`src/pkg/i2c_master_transmit_defs.svh`:
```
`ifndef I2C_MASTER_TRANSMIT_DEFS_SVH
`define I2C_MASTER_TRANSMIT_DEFS_SVH

// Default reload of the baud generator: one phase lasts this many clocks plus one
`define BAUD_RELOAD_DEFAULT 8'h09
// Bits per byte before the acknowledge slot
`define BITS_PER_BYTE 4'h8
// Last bit index shifted out of the byte
`define MSB_INDEX 3'h7
// Start hold time in ns and derived clock count at 50 ns period
`define START_HOLD_NS 4000
`define CLK_PERIOD_NS 50
`define START_HOLD_CYCLES ((`START_HOLD_NS + `CLK_PERIOD_NS - 1) / `CLK_PERIOD_NS)
// Direction bit value for master transmitter
`define DIR_WRITE 1'h0
// Synchroniser length for the sensed bus lines
`define SYNC_STAGES 3

`endif

```
`src/pkg/i2c_master_transmit_pkg.sv`:
```
package i2c_master_transmit_pkg;

    // Controller states
    typedef enum logic [3:0] {
        ST_IDLE,
        ST_START_A,
        ST_START_HOLD,
        ST_BIT_LOW,
        ST_BIT_HIGH,
        ST_WAIT,
        ST_STOP_A,
        ST_STOP_B,
        ST_STOP_C,
        ST_RS_A,
        ST_RS_B
    } tx_state_t;

    // Status flags shown to software
    typedef struct packed {
        logic buffer_full_flag;
        logic serial_event_flag;
        logic ack_status_bit;
        logic write_collision_flag;
        logic busy;
    } tx_status_t;

    // Software requests
    typedef struct packed {
        logic start_request_bit;
        logic restart_request_bit;
        logic stop_request_bit;
    } tx_request_t;

endpackage : i2c_master_transmit_pkg

```
`src/verilog/i2c_master_transmit.sv`:
```
`timescale 1ns/1ps
`default_nettype none
`include "i2c_master_transmit_defs.svh"

module i2c_master_transmit
    import i2c_master_transmit_pkg::*;
#(
    // Reload of 4 or more keeps the acknowledge sample inside the ninth high phase
    parameter logic [7:0] BAUD_RELOAD = `BAUD_RELOAD_DEFAULT,
    parameter int START_HOLD = `START_HOLD_CYCLES
) (
    input wire logic sys_clk_i, // System clock, 20 MHz
    input wire logic reset_n_i, // Asynchronous reset, active low
    input wire logic buf_write_i, // One-cycle write strobe of the byte buffer
    input wire logic [7:0] buf_data_i, // Byte written to the buffer
    input wire logic addr_byte_i, // Write carries a 7-bit address; bit 0 forced to write direction
    input wire logic [2:0] request_i, // Start, restart, stop request pulses
    input wire logic clear_event_i, // Clears the serial event flag
    input wire logic clear_collision_i, // Clears the write-collision flag
    input wire logic sda_i, // Sensed SDA level
    input wire logic scl_i, // Sensed SCL level (unused for stretching)
    output logic sda_o, // SDA output value, always low
    output logic sda_oe_o, // SDA drive enable, high pulls low
    output logic scl_o, // SCL output value, always low
    output logic scl_oe_o, // SCL drive enable, high pulls low
    output logic [7:0] tx_byte_buffer_o, // Last accepted buffer contents
    output tx_status_t status_o // Status flags
);

    tx_state_t state_reg, state_next;
    tx_request_t req;
    logic [7:0] tx_byte_buffer_reg, tx_shift_register_reg;
    logic [7:0] baud_cnt_reg;
    logic [15:0] hold_cnt_reg;
    logic [3:0] bit_cnt_reg;
    logic buffer_full_flag_reg, serial_event_flag_reg, ack_status_bit_reg, write_collision_flag_reg;
    logic sda_oe_reg, scl_oe_reg;
    logic [`SYNC_STAGES-1:0] sda_sync_reg;
    logic [`SYNC_STAGES-1:0] scl_sync_reg;
    logic sda_level_reg;
    logic busy_reg;

    // Busy means a byte or a bus condition is in progress
    function automatic logic is_busy(input tx_state_t st);
        return (st != ST_IDLE) && (st != ST_WAIT);
    endfunction : is_busy

    // Request vector unpacked into named bits
    assign req = tx_request_t'(request_i);

    // Decode of phase timing and buffer access
    wire baud_done = (baud_cnt_reg == 8'h00);
    wire hold_done = (hold_cnt_reg == 16'h0000);
    wire busy = is_busy(state_reg);
    wire busy_next = is_busy(state_next);
    wire write_ok = buf_write_i && !busy;
    wire write_lost = buf_write_i && busy;
    wire [7:0] load_byte = addr_byte_i ? {buf_data_i[7:1], `DIR_WRITE} : buf_data_i;
    wire last_data_bit = (bit_cnt_reg == {1'h0, `MSB_INDEX});
    wire ack_slot = (bit_cnt_reg == `BITS_PER_BYTE);
    wire phase_end = baud_done && (state_reg == ST_BIT_HIGH);

    // Three-stage sampling of the bus lines; SDA level settles when stages two and three agree
    always_ff @(posedge sys_clk_i or negedge reset_n_i) begin
        if (!reset_n_i) begin
            sda_sync_reg <= '1;
            scl_sync_reg <= '1;
            sda_level_reg <= 1'h1;
        end else begin
            sda_sync_reg <= {sda_sync_reg[`SYNC_STAGES-2:0], sda_i};
            scl_sync_reg <= {scl_sync_reg[`SYNC_STAGES-2:0], scl_i};
            if (sda_sync_reg[1] == sda_sync_reg[2]) begin
                sda_level_reg <= sda_sync_reg[2];
            end
        end
    end

    // Next-state decision
    always_comb begin
        state_next = state_reg;
        case (state_reg)
            ST_IDLE, ST_WAIT: begin
                if (write_ok) begin
                    state_next = ST_BIT_LOW;
                end else if (req.start_request_bit) begin
                    state_next = ST_START_A;
                end else if (req.stop_request_bit) begin
                    state_next = ST_STOP_A;
                end else if (req.restart_request_bit) begin
                    state_next = ST_RS_A;
                end
            end
            ST_START_A: if (baud_done) state_next = ST_START_HOLD;
            ST_START_HOLD: if (hold_done) state_next = ST_WAIT;
            ST_BIT_LOW: if (baud_done) state_next = ST_BIT_HIGH;
            ST_BIT_HIGH: begin
                if (baud_done) begin
                    state_next = ack_slot ? ST_WAIT : ST_BIT_LOW;
                end
            end
            ST_STOP_A: if (baud_done) state_next = ST_STOP_B;
            ST_STOP_B: if (baud_done) state_next = ST_STOP_C;
            ST_STOP_C: if (baud_done) state_next = ST_IDLE;
            ST_RS_A: if (baud_done) state_next = ST_RS_B;
            ST_RS_B: if (baud_done) state_next = ST_START_A;
            default: state_next = ST_IDLE;
        endcase
    end

    // Baud generator reloads on every phase change and stalls while waiting
    always_ff @(posedge sys_clk_i or negedge reset_n_i) begin
        if (!reset_n_i) begin
            baud_cnt_reg <= `BAUD_RELOAD_DEFAULT;
            hold_cnt_reg <= 16'h0000;
        end else begin
            baud_cnt_reg <= (state_next != state_reg || !busy) ? BAUD_RELOAD : baud_cnt_reg - 8'h01;
            hold_cnt_reg <= (state_reg == ST_START_A) ? 16'(START_HOLD - 1) :
                (hold_done ? 16'h0000 : hold_cnt_reg - 16'h0001);
        end
    end

    // Controller state, shift register and bit count
    always_ff @(posedge sys_clk_i or negedge reset_n_i) begin
        if (!reset_n_i) begin
            state_reg <= ST_IDLE;
            tx_byte_buffer_reg <= 8'h00;
            tx_shift_register_reg <= 8'h00;
            bit_cnt_reg <= 4'h0;
            busy_reg <= 1'h0;
        end else begin
            state_reg <= state_next;
            busy_reg <= busy_next;
            if (write_ok) begin
                tx_byte_buffer_reg <= load_byte;
                tx_shift_register_reg <= load_byte;
                bit_cnt_reg <= 4'h0;
            end else if (phase_end && !ack_slot) begin
                tx_shift_register_reg <= {tx_shift_register_reg[6:0], 1'h0};
                bit_cnt_reg <= bit_cnt_reg + 4'h1;
            end
        end
    end

    // Flags: hardware sets win over software clears
    always_ff @(posedge sys_clk_i or negedge reset_n_i) begin
        if (!reset_n_i) begin
            buffer_full_flag_reg <= 1'h0;
            serial_event_flag_reg <= 1'h0;
            ack_status_bit_reg <= 1'h0;
            write_collision_flag_reg <= 1'h0;
        end else begin
            if (write_ok) begin
                buffer_full_flag_reg <= 1'h1;
            end else if (phase_end && last_data_bit) begin
                buffer_full_flag_reg <= 1'h0;
            end
            // Synchronised SDA lags four clocks, so take it as the ninth high phase ends
            if (phase_end && ack_slot) begin
                ack_status_bit_reg <= sda_level_reg;
            end
            if ((phase_end && ack_slot) || (state_reg == ST_START_HOLD && hold_done)
                    || (state_reg == ST_STOP_C && baud_done)) begin
                serial_event_flag_reg <= 1'h1;
            end else if (clear_event_i) begin
                serial_event_flag_reg <= 1'h0;
            end
            if (write_lost) begin
                write_collision_flag_reg <= 1'h1;
            end else if (clear_collision_i) begin
                write_collision_flag_reg <= 1'h0;
            end
        end
    end

    // Line drivers: SDA changes only while SCL is low, except in the start and stop conditions
    always_ff @(posedge sys_clk_i or negedge reset_n_i) begin
        if (!reset_n_i) begin
            sda_oe_reg <= 1'h0;
            scl_oe_reg <= 1'h0;
        end else begin
            case (state_next)
                ST_START_A, ST_START_HOLD: begin
                    sda_oe_reg <= 1'h1;
                    scl_oe_reg <= (state_next == ST_START_HOLD);
                end
                ST_BIT_LOW: begin
                    scl_oe_reg <= 1'h1;
                    sda_oe_reg <= (bit_cnt_reg == `BITS_PER_BYTE) ? 1'h0 :
                        (write_ok ? !load_byte[7] : !tx_shift_register_reg[7]);
                end
                ST_BIT_HIGH: scl_oe_reg <= 1'h0;
                ST_WAIT: begin
                    scl_oe_reg <= 1'h1;
                    sda_oe_reg <= 1'h0;
                end
                ST_STOP_A: begin
                    scl_oe_reg <= 1'h1;
                    sda_oe_reg <= 1'h1;
                end
                ST_STOP_B: scl_oe_reg <= 1'h0;
                ST_STOP_C: sda_oe_reg <= 1'h0;
                ST_RS_A: begin
                    scl_oe_reg <= 1'h1;
                    sda_oe_reg <= 1'h0;
                end
                ST_RS_B: scl_oe_reg <= 1'h0;
                default: begin
                    scl_oe_reg <= 1'h0;
                    sda_oe_reg <= 1'h0;
                end
            endcase
        end
    end

    // Outputs; drive value fixed low so lines are only pulled low or released
    assign sda_o = 1'h0;
    assign scl_o = 1'h0;
    assign sda_oe_o = sda_oe_reg;
    assign scl_oe_o = scl_oe_reg;
    assign tx_byte_buffer_o = tx_byte_buffer_reg;
    assign status_o = '{buffer_full_flag: buffer_full_flag_reg, serial_event_flag: serial_event_flag_reg,
        ack_status_bit: ack_status_bit_reg, write_collision_flag: write_collision_flag_reg, busy: busy_reg};

endmodule : i2c_master_transmit
`default_nettype wire

```
`config.mk`:
```
export PLATFORM = sky130hd
export DESIGN_NAME = i2c_master_transmit
export DESIGN_NICKNAME = d
export VERILOG_FILES = /design/src/pkg/i2c_master_transmit_pkg.sv /design/src/verilog/i2c_master_transmit.sv
export VERILOG_INCLUDE_DIRS = /design/src /design/src/pkg
export SDC_FILE = /design/constraint.sdc
export NUM_CORES = 1
export LEC_CHECK = 0
export BUFFER_PORTS_ARGS = -buffer_cell sky130_fd_sc_hd__buf_2
export CORE_AREA = 2 2 128 105
export DETAILED_ROUTE_END_ITERATION = 10
export DIE_AREA = 0 0 130 107
export PLACE_DENSITY = 0.48
export SLEW_MARGIN = 20
export SYNTH_ARGS = -nofsm -noshare
export SYNTH_HDL_FRONTEND = slang
export SYNTH_SLANG_ARGS = --single-unit
```
`constraint.sdc`:
```
create_clock -name sys_clk_i -period 3.15 [get_ports sys_clk_i]
set_clock_uncertainty 0.15 [all_clocks]
set_input_delay 0.1575 -clock sys_clk_i [delete_from_list [all_inputs] [get_ports sys_clk_i]]
set_output_delay 0.1575 -clock sys_clk_i [all_outputs]
set_load 0.03 [all_outputs]
```
Word level (Yosys, flattened, before mapping)
Cells that the tools add are included.
{ "totals": {"ff_bits": 59, "output_inout_bits": 17, "elab_cells": 108} }
{ "op_classes": {"addsub": 3, "eq_ne": 26, "n_mux": 33, "reduce_logical": 31} }
{ "ops": {"columns": ["operator", "n"], "rows": [
  ["$mux 4", 15],
  ["$pmux 4 s10", 1],
  ["$eq 4x3->1 const B", 9],
  ["$mux 16", 2],
  ["$eq 4x4->1 const B", 7],
  ["$mux 8", 3],
  ["$eq 4x2->1 const B", 4],
  ["$logic_not 16->1", 1],
  ["$sub 16x1->16 const B", 1],
  ["$logic_and 1x1->1", 10],
  ["$mux 1", 9],
  ["$eq 4x1->1 const B", 2],
  ["$logic_not 8->1", 1],
  ["$ne 4x3->1 const B", 2],
  ["$reduce_bool 2->1", 4],
  ["$reduce_bool 4->1", 2],
  ["$sub 8x1->8 const B", 1],
  ["$pmux 1 s3", 2],
  ["$reduce_or 3->1", 2],
  ["$add 4x1->4 const B", 1],
  ["$logic_not 1->1", 4],
  ["$logic_not 4->1", 1],
  ["$ne 4x4->1", 1],
  ["$reduce_or 2->1", 2],
  ["other kinds (4)", 6]
]} }

Depth between registers and ports, before layout
{ "depth": {"word_depth": 9, "ltp_mapped": 10} }

Least setup slack after synthesis
Ideal clock, no wire load.
{ "synth_path": {"path_type": "flip-flop to flip-flop", "start": "register baud_cnt_reg[1]", "end": "register baud_cnt_reg[3]", "setup_ns": 0.088, "arrival_time_ns": 2.460, "required_time_ns": 2.912, "setup_slack_ns": 0.452, "stages_incl_launch_ff": 10, "n_path_buf": 0, "path_cell_list": "dfrtp_1 inv_1 ha_1 or3b_2 o21ai_2 a211oi_1 a2111oi_4 xor2_1 o2111ai_2 or3_1"} }
{ "synth_via": {"elab_chain_cells": 6, "elab_cells_between_ends": 14} }
{ "synth_rtl": {"columns": ["item", "line", "source"], "rows": [
  ["start, declared", "i2c_master_transmit.sv:33", "logic [7:0] baud_cnt_reg;"],
  ["start signal, assigned", "i2c_master_transmit.sv:113", "baud_cnt_reg <= `BAUD_RELOAD_DEFAULT;"],
  ["start signal, assigned", "i2c_master_transmit.sv:116", "baud_cnt_reg <= (state_next != state_reg || !busy) ? BAUD_RELOAD : baud_cnt_reg - 8'h01;"],
  ["$logic_not 8->1", "i2c_master_transmit.sv:52", "wire baud_done = (baud_cnt_reg == 8'h00);"],
  ["$mux 4, or another cell as far along", "i2c_master_transmit.sv:105", "ST_RS_B: if (baud_done) state_next = ST_START_A;"],
  ["$pmux 4 s10", "i2c_master_transmit.sv:81", "case (state_reg)"],
  ["$ne 4x4->1", "i2c_master_transmit.sv:116", null],
  ["$logic_or 1x1->1", "i2c_master_transmit.sv:116", null],
  ["$mux 8 (*)", "i2c_master_transmit.sv:116", null]
]} }
Mark *: on every way between the ends. The rest lies on a longest branch, timed or not.
A chain may end at the register's enable or synchronous reset.

Worst setup path after layout
Same ends and word-level chain as after synthesis.

==> flow_metrics.env <==
export IMPL_outcome="completed"
export IMPL_p_seq_share_pct=32.2
export IMPL_timing_fmax_mhz=349
export IMPL_power_switching_mw=1.39
export IMPL_hold_class="in2reg"
export IMPL_h_tree_depth=3
export IMPL_cts_buffers=9
export IMPL_drt_iter0_markers=143
export IMPL_reg2reg_setup_slack_ns=0.29
export IMPL_placed_area_um2=3470
export IMPL_layout_setup_ws_ns=0.287
export IMPL_ys_seq_area_share_pct=48.2
export IMPL_io_pins=36
export IMPL_finalPower_mw=3.74
export IMPL_die_h_um=107
export IMPL_path_clk_slew_ns=0.05
export IMPL_regArea_um2=1480
export IMPL_path_max_fanout=6
export IMPL_cp_cell_sequence="inv_1 > ha_1 > or3b_2 > o2111ai_1 > o31ai_1 > nor3_2 > xnor2_1 > or3_1"
export IMPL_wl_mm=7.09
export IMPL_hold_viol=0
export IMPL_tns_ns=0
export IMPL_clock_root_buffer="clkbuf_16"
export IMPL_drive_above_1_share_pct=21.3
export IMPL_nets=399
export IMPL_yosys_warnings=0
export IMPL_antenna_cells=0
export IMPL_p_leak_nw=1.77
export IMPL_post_cts_buffers=0
export IMPL_synth_top_area_share_pct=43.1
export IMPL_slowest_delay_ns=0.53
export IMPL_synth_edff_count=0
export IMPL_yosys_cell_count_top_type="dfrtp_1"
export IMPL_synth_seq_cells=59
export IMPL_crit_required_ns=3.24
export IMPL_floorplan_initialDensity_pct=24.4
export IMPL_detail_route_wl_per_cell_um=12.8
export IMPL_critical_path_class="reg2reg"
export IMPL_startpoint_type="register"
export IMPL_area_delta_synth_final_pct=28.3
export IMPL_grt_max_degree=32
export IMPL_yosys_top_cells_count="dfrtp_1, nand2_1, nor2_1, o21ai_0"
export IMPL_largest_reg_flops=16
export IMPL_vias=2493
export IMPL_track_usage_pct=11.2
export IMPL_synth_main_ff_cell="dfrtp_1"
export IMPL_worstHoldStart="request_i[1]"
export IMPL_combPwrFrac_pct=37.7
export IMPL_worstMarginPinSlew_ns=0.744
export IMPL_num_rows=37
export IMPL_cts_sinks=59
export IMPL_synthDistinctLibCells=59
export IMPL_critPathCaptureType="register"
export IMPL_min_to="state_reg[3]$_DFF_PN0_"
export IMPL_period_share_pct=90.9
export IMPL_timing_rr_end="baud_cnt_reg[3]$_DFF_PN1_"
export IMPL_grt_pass1_wl_mm=12.2
export IMPL_design_area_um2=3950
export IMPL_die_area_um2=13900
export IMPL_die_w_um=130
export IMPL_synth_top_area_cell="dfrtp_1"
export IMPL_hold_path_depth=5
export IMPL_antenna_left=0
export IMPL_place_hpwl_mm=4.96
export IMPL_cts_resized=0
export IMPL_netlist_area_um2=3080
export IMPL_p_int_mw=2.35
export IMPL_cts_tree="yes"
export IMPL_peakVddDrop_mv=0.434
export IMPL_finalCriticalPeriod_ns=2.86
export IMPL_n_fill_cell=1322
export IMPL_finalSetupViolCount=0
export IMPL_dr_pass1_iters=4
export IMPL_slew_violations=0
export IMPL_r2r_start="baud_cnt_reg[1]$_DFF_PN0_"
export IMPL_multi_input_area_um2=1440
export IMPL_grt_pass1_vias=2463
export IMPL_core_area_um2=12600
export IMPL_gp_congestion=0.796
export IMPL_clock_latency_ns=0.33
export IMPL_via_per_inst=4.48
export IMPL_critPathSlowestCell="or3b_2"
export IMPL_p_per_area_nw_per_um2=946
export IMPL_detailedPlace_worstSlack_ns=0.269
export IMPL_arrival_ns=2.96
export IMPL_swShare_pct=37.1
export IMPL_maxCapViolCount=0
export IMPL_yosys_top_cells_area="dfrtp_1, nand2_1, dfstp_2"
export IMPL_relSlewSlack_pct=50.4
export IMPL_io_buffers=32
export IMPL_synthCells=322
export IMPL_cts_path_max_buffers=2
export IMPL_syn_avg_cell_area_um2=9.56
export IMPL_p_clk_share_pct=30.1
export IMPL_ys_async_sr_fraction_pct=100
export IMPL_drc=0
export IMPL_ff2ff_path_depth=8
export IMPL_rsz0062_at_grt="false"
export IMPL_antenna_found_initial=1
export IMPL_grt_ovfl_total=0
==> worst max-delay path by stage <==
stage	from	end	slack, ns	cells after the start
6_report	baud_cnt_reg[1]$_DFF_PN0_	baud_cnt_reg[3]$_DFF_PN1_	0.29	8
5_1_grt	baud_cnt_reg[1]$_DFF_PN0_	baud_cnt_reg[7]$_DFF_PN0_	0.01	9
4_1_cts	baud_cnt_reg[1]$_DFF_PN0_	baud_cnt_reg[3]$_DFF_PN1_	0.26	8
3_5_place_dp	baud_cnt_reg[1]$_DFF_PN0_	baud_cnt_reg[3]$_DFF_PN1_	0.27	8
3_3_place_gp	baud_cnt_reg[1]$_DFF_PN0_	baud_cnt_reg[3]$_DFF_PN1_	0.30	8
2_1_floorplan	baud_cnt_reg[1]$_DFF_PN0_	baud_cnt_reg[3]$_DFF_PN1_	0.45	9
==> layer usage <==
layer / routed length (um) / up-vias / GRT usage [%]
met3: 367 / 11 / 4.29
met1: 3530 / 1200 / 15.2
met4: 84 / 2 / 3.46
met2: 3100 / 51 / 16.5
li1: - / 1229 / -
met5: 11 / - / 0
==> through the flow <==
step	hold slack [ns]	std cells	util (%)
finish	0.180	556	31.3
global route	0.205	556	31.3
CTS	0.168	556	31.3
detailed placement	0.116	526	27.4
global placement	0.112	526	27.4
floorplan	-0.288	323	-
==> power groups by stage <==
stage	logic, mW	clock network, mW	registers [mW]
after CTS	1.43	1.16	1.20
after detailed placement	1.40	0	1.21
after global placement	1.38	0	1.21
final	1.41	1.13	1.20
after floorplan	0.939	0	1.25
after global routing	1.58	1.19	1.24
==> logic make-up after synthesis <==
| group | count (synthesis) | share of synthesized area, % |
|---|---|---|
| AOI/OAI and AO/OA | 57 | 12.8 |
| xor gates and xnor gates | 24 | 6.83 |
| adders and majority gates | 5 | 1.95 |
| buffers and inverters | 34 | 5.04 |
| DFF | 59 | 48.2 |
| muxes | 9 | 2.97 |
| other | 1 | 0.122 |
| and+or+nand+nor | 133 | 22.1 |
==> critical path, delay by kind of cell, from the launching register on <==
kind                       cells  cell delay, ns
DFF                            1            0.39
adders and majority gates      1            0.25
xor gates and xnor gates       1            0.23
AOI/OAI and AO/OA              2            0.30
and+or+nand+nor                3            1.39
buffers and inverters          1            0.06
==> timing repair <==
action	CTS	global route
endpoints found under the hold margin	47	0
hold buffers	14	0
setup endpoints to repair	0	0
==> area by class of cell <==
type / count / area share [%]
Tap cell: 175 / 5.54
Sequential cell: 59 / 37.6
Clock inverter: 5 / 2.53
Multi-Input combinational cell: 230 / 36.5
Inverter: 17 / 1.61
Timing Repair Buffer: 59 / 10.1
Clock buffer: 11 / 6.14
==> layout by cell type (no fill, tap or decap), types with 3 or more instances in the layout <==
| master | synthesis | layout |
|---|---|---|
| or3_1 | 6 | 6 |
| and3_1 | 3 | 3 |
| nand4_1 | 4 | 4 |
| inv_1 | 16 | 16 |
| dfrtp_1 | 53 | 53 |
| nor4_1 | 7 | 7 |
| nand3_1 | 9 | 9 |
| nand2b_1 | 3 | 3 |
| ha_1 | 4 | 4 |
| xnor2_1 | 16 | 16 |
| a21oi_1 | 9 | 9 |
| o31ai_1 | 4 | 4 |
| clkbuf_16 | 0 | 9 |
| buf_4 | 7 | 13 |
| bufinv_16 | 0 | 3 |
| o21ai_0 | 20 | 20 |
| dfstp_2 | 6 | 6 |
| nor2_1 | 27 | 27 |
| nand2_1 | 47 | 47 |
| mux2i_1 | 8 | 8 |
| buf_2 | 1 | 32 |
| dlygate4sd3_1 | 0 | 14 |
| xor2_1 | 8 | 8 |
| nor3_1 | 12 | 12 |
Power figures use the tool's default switching activity.
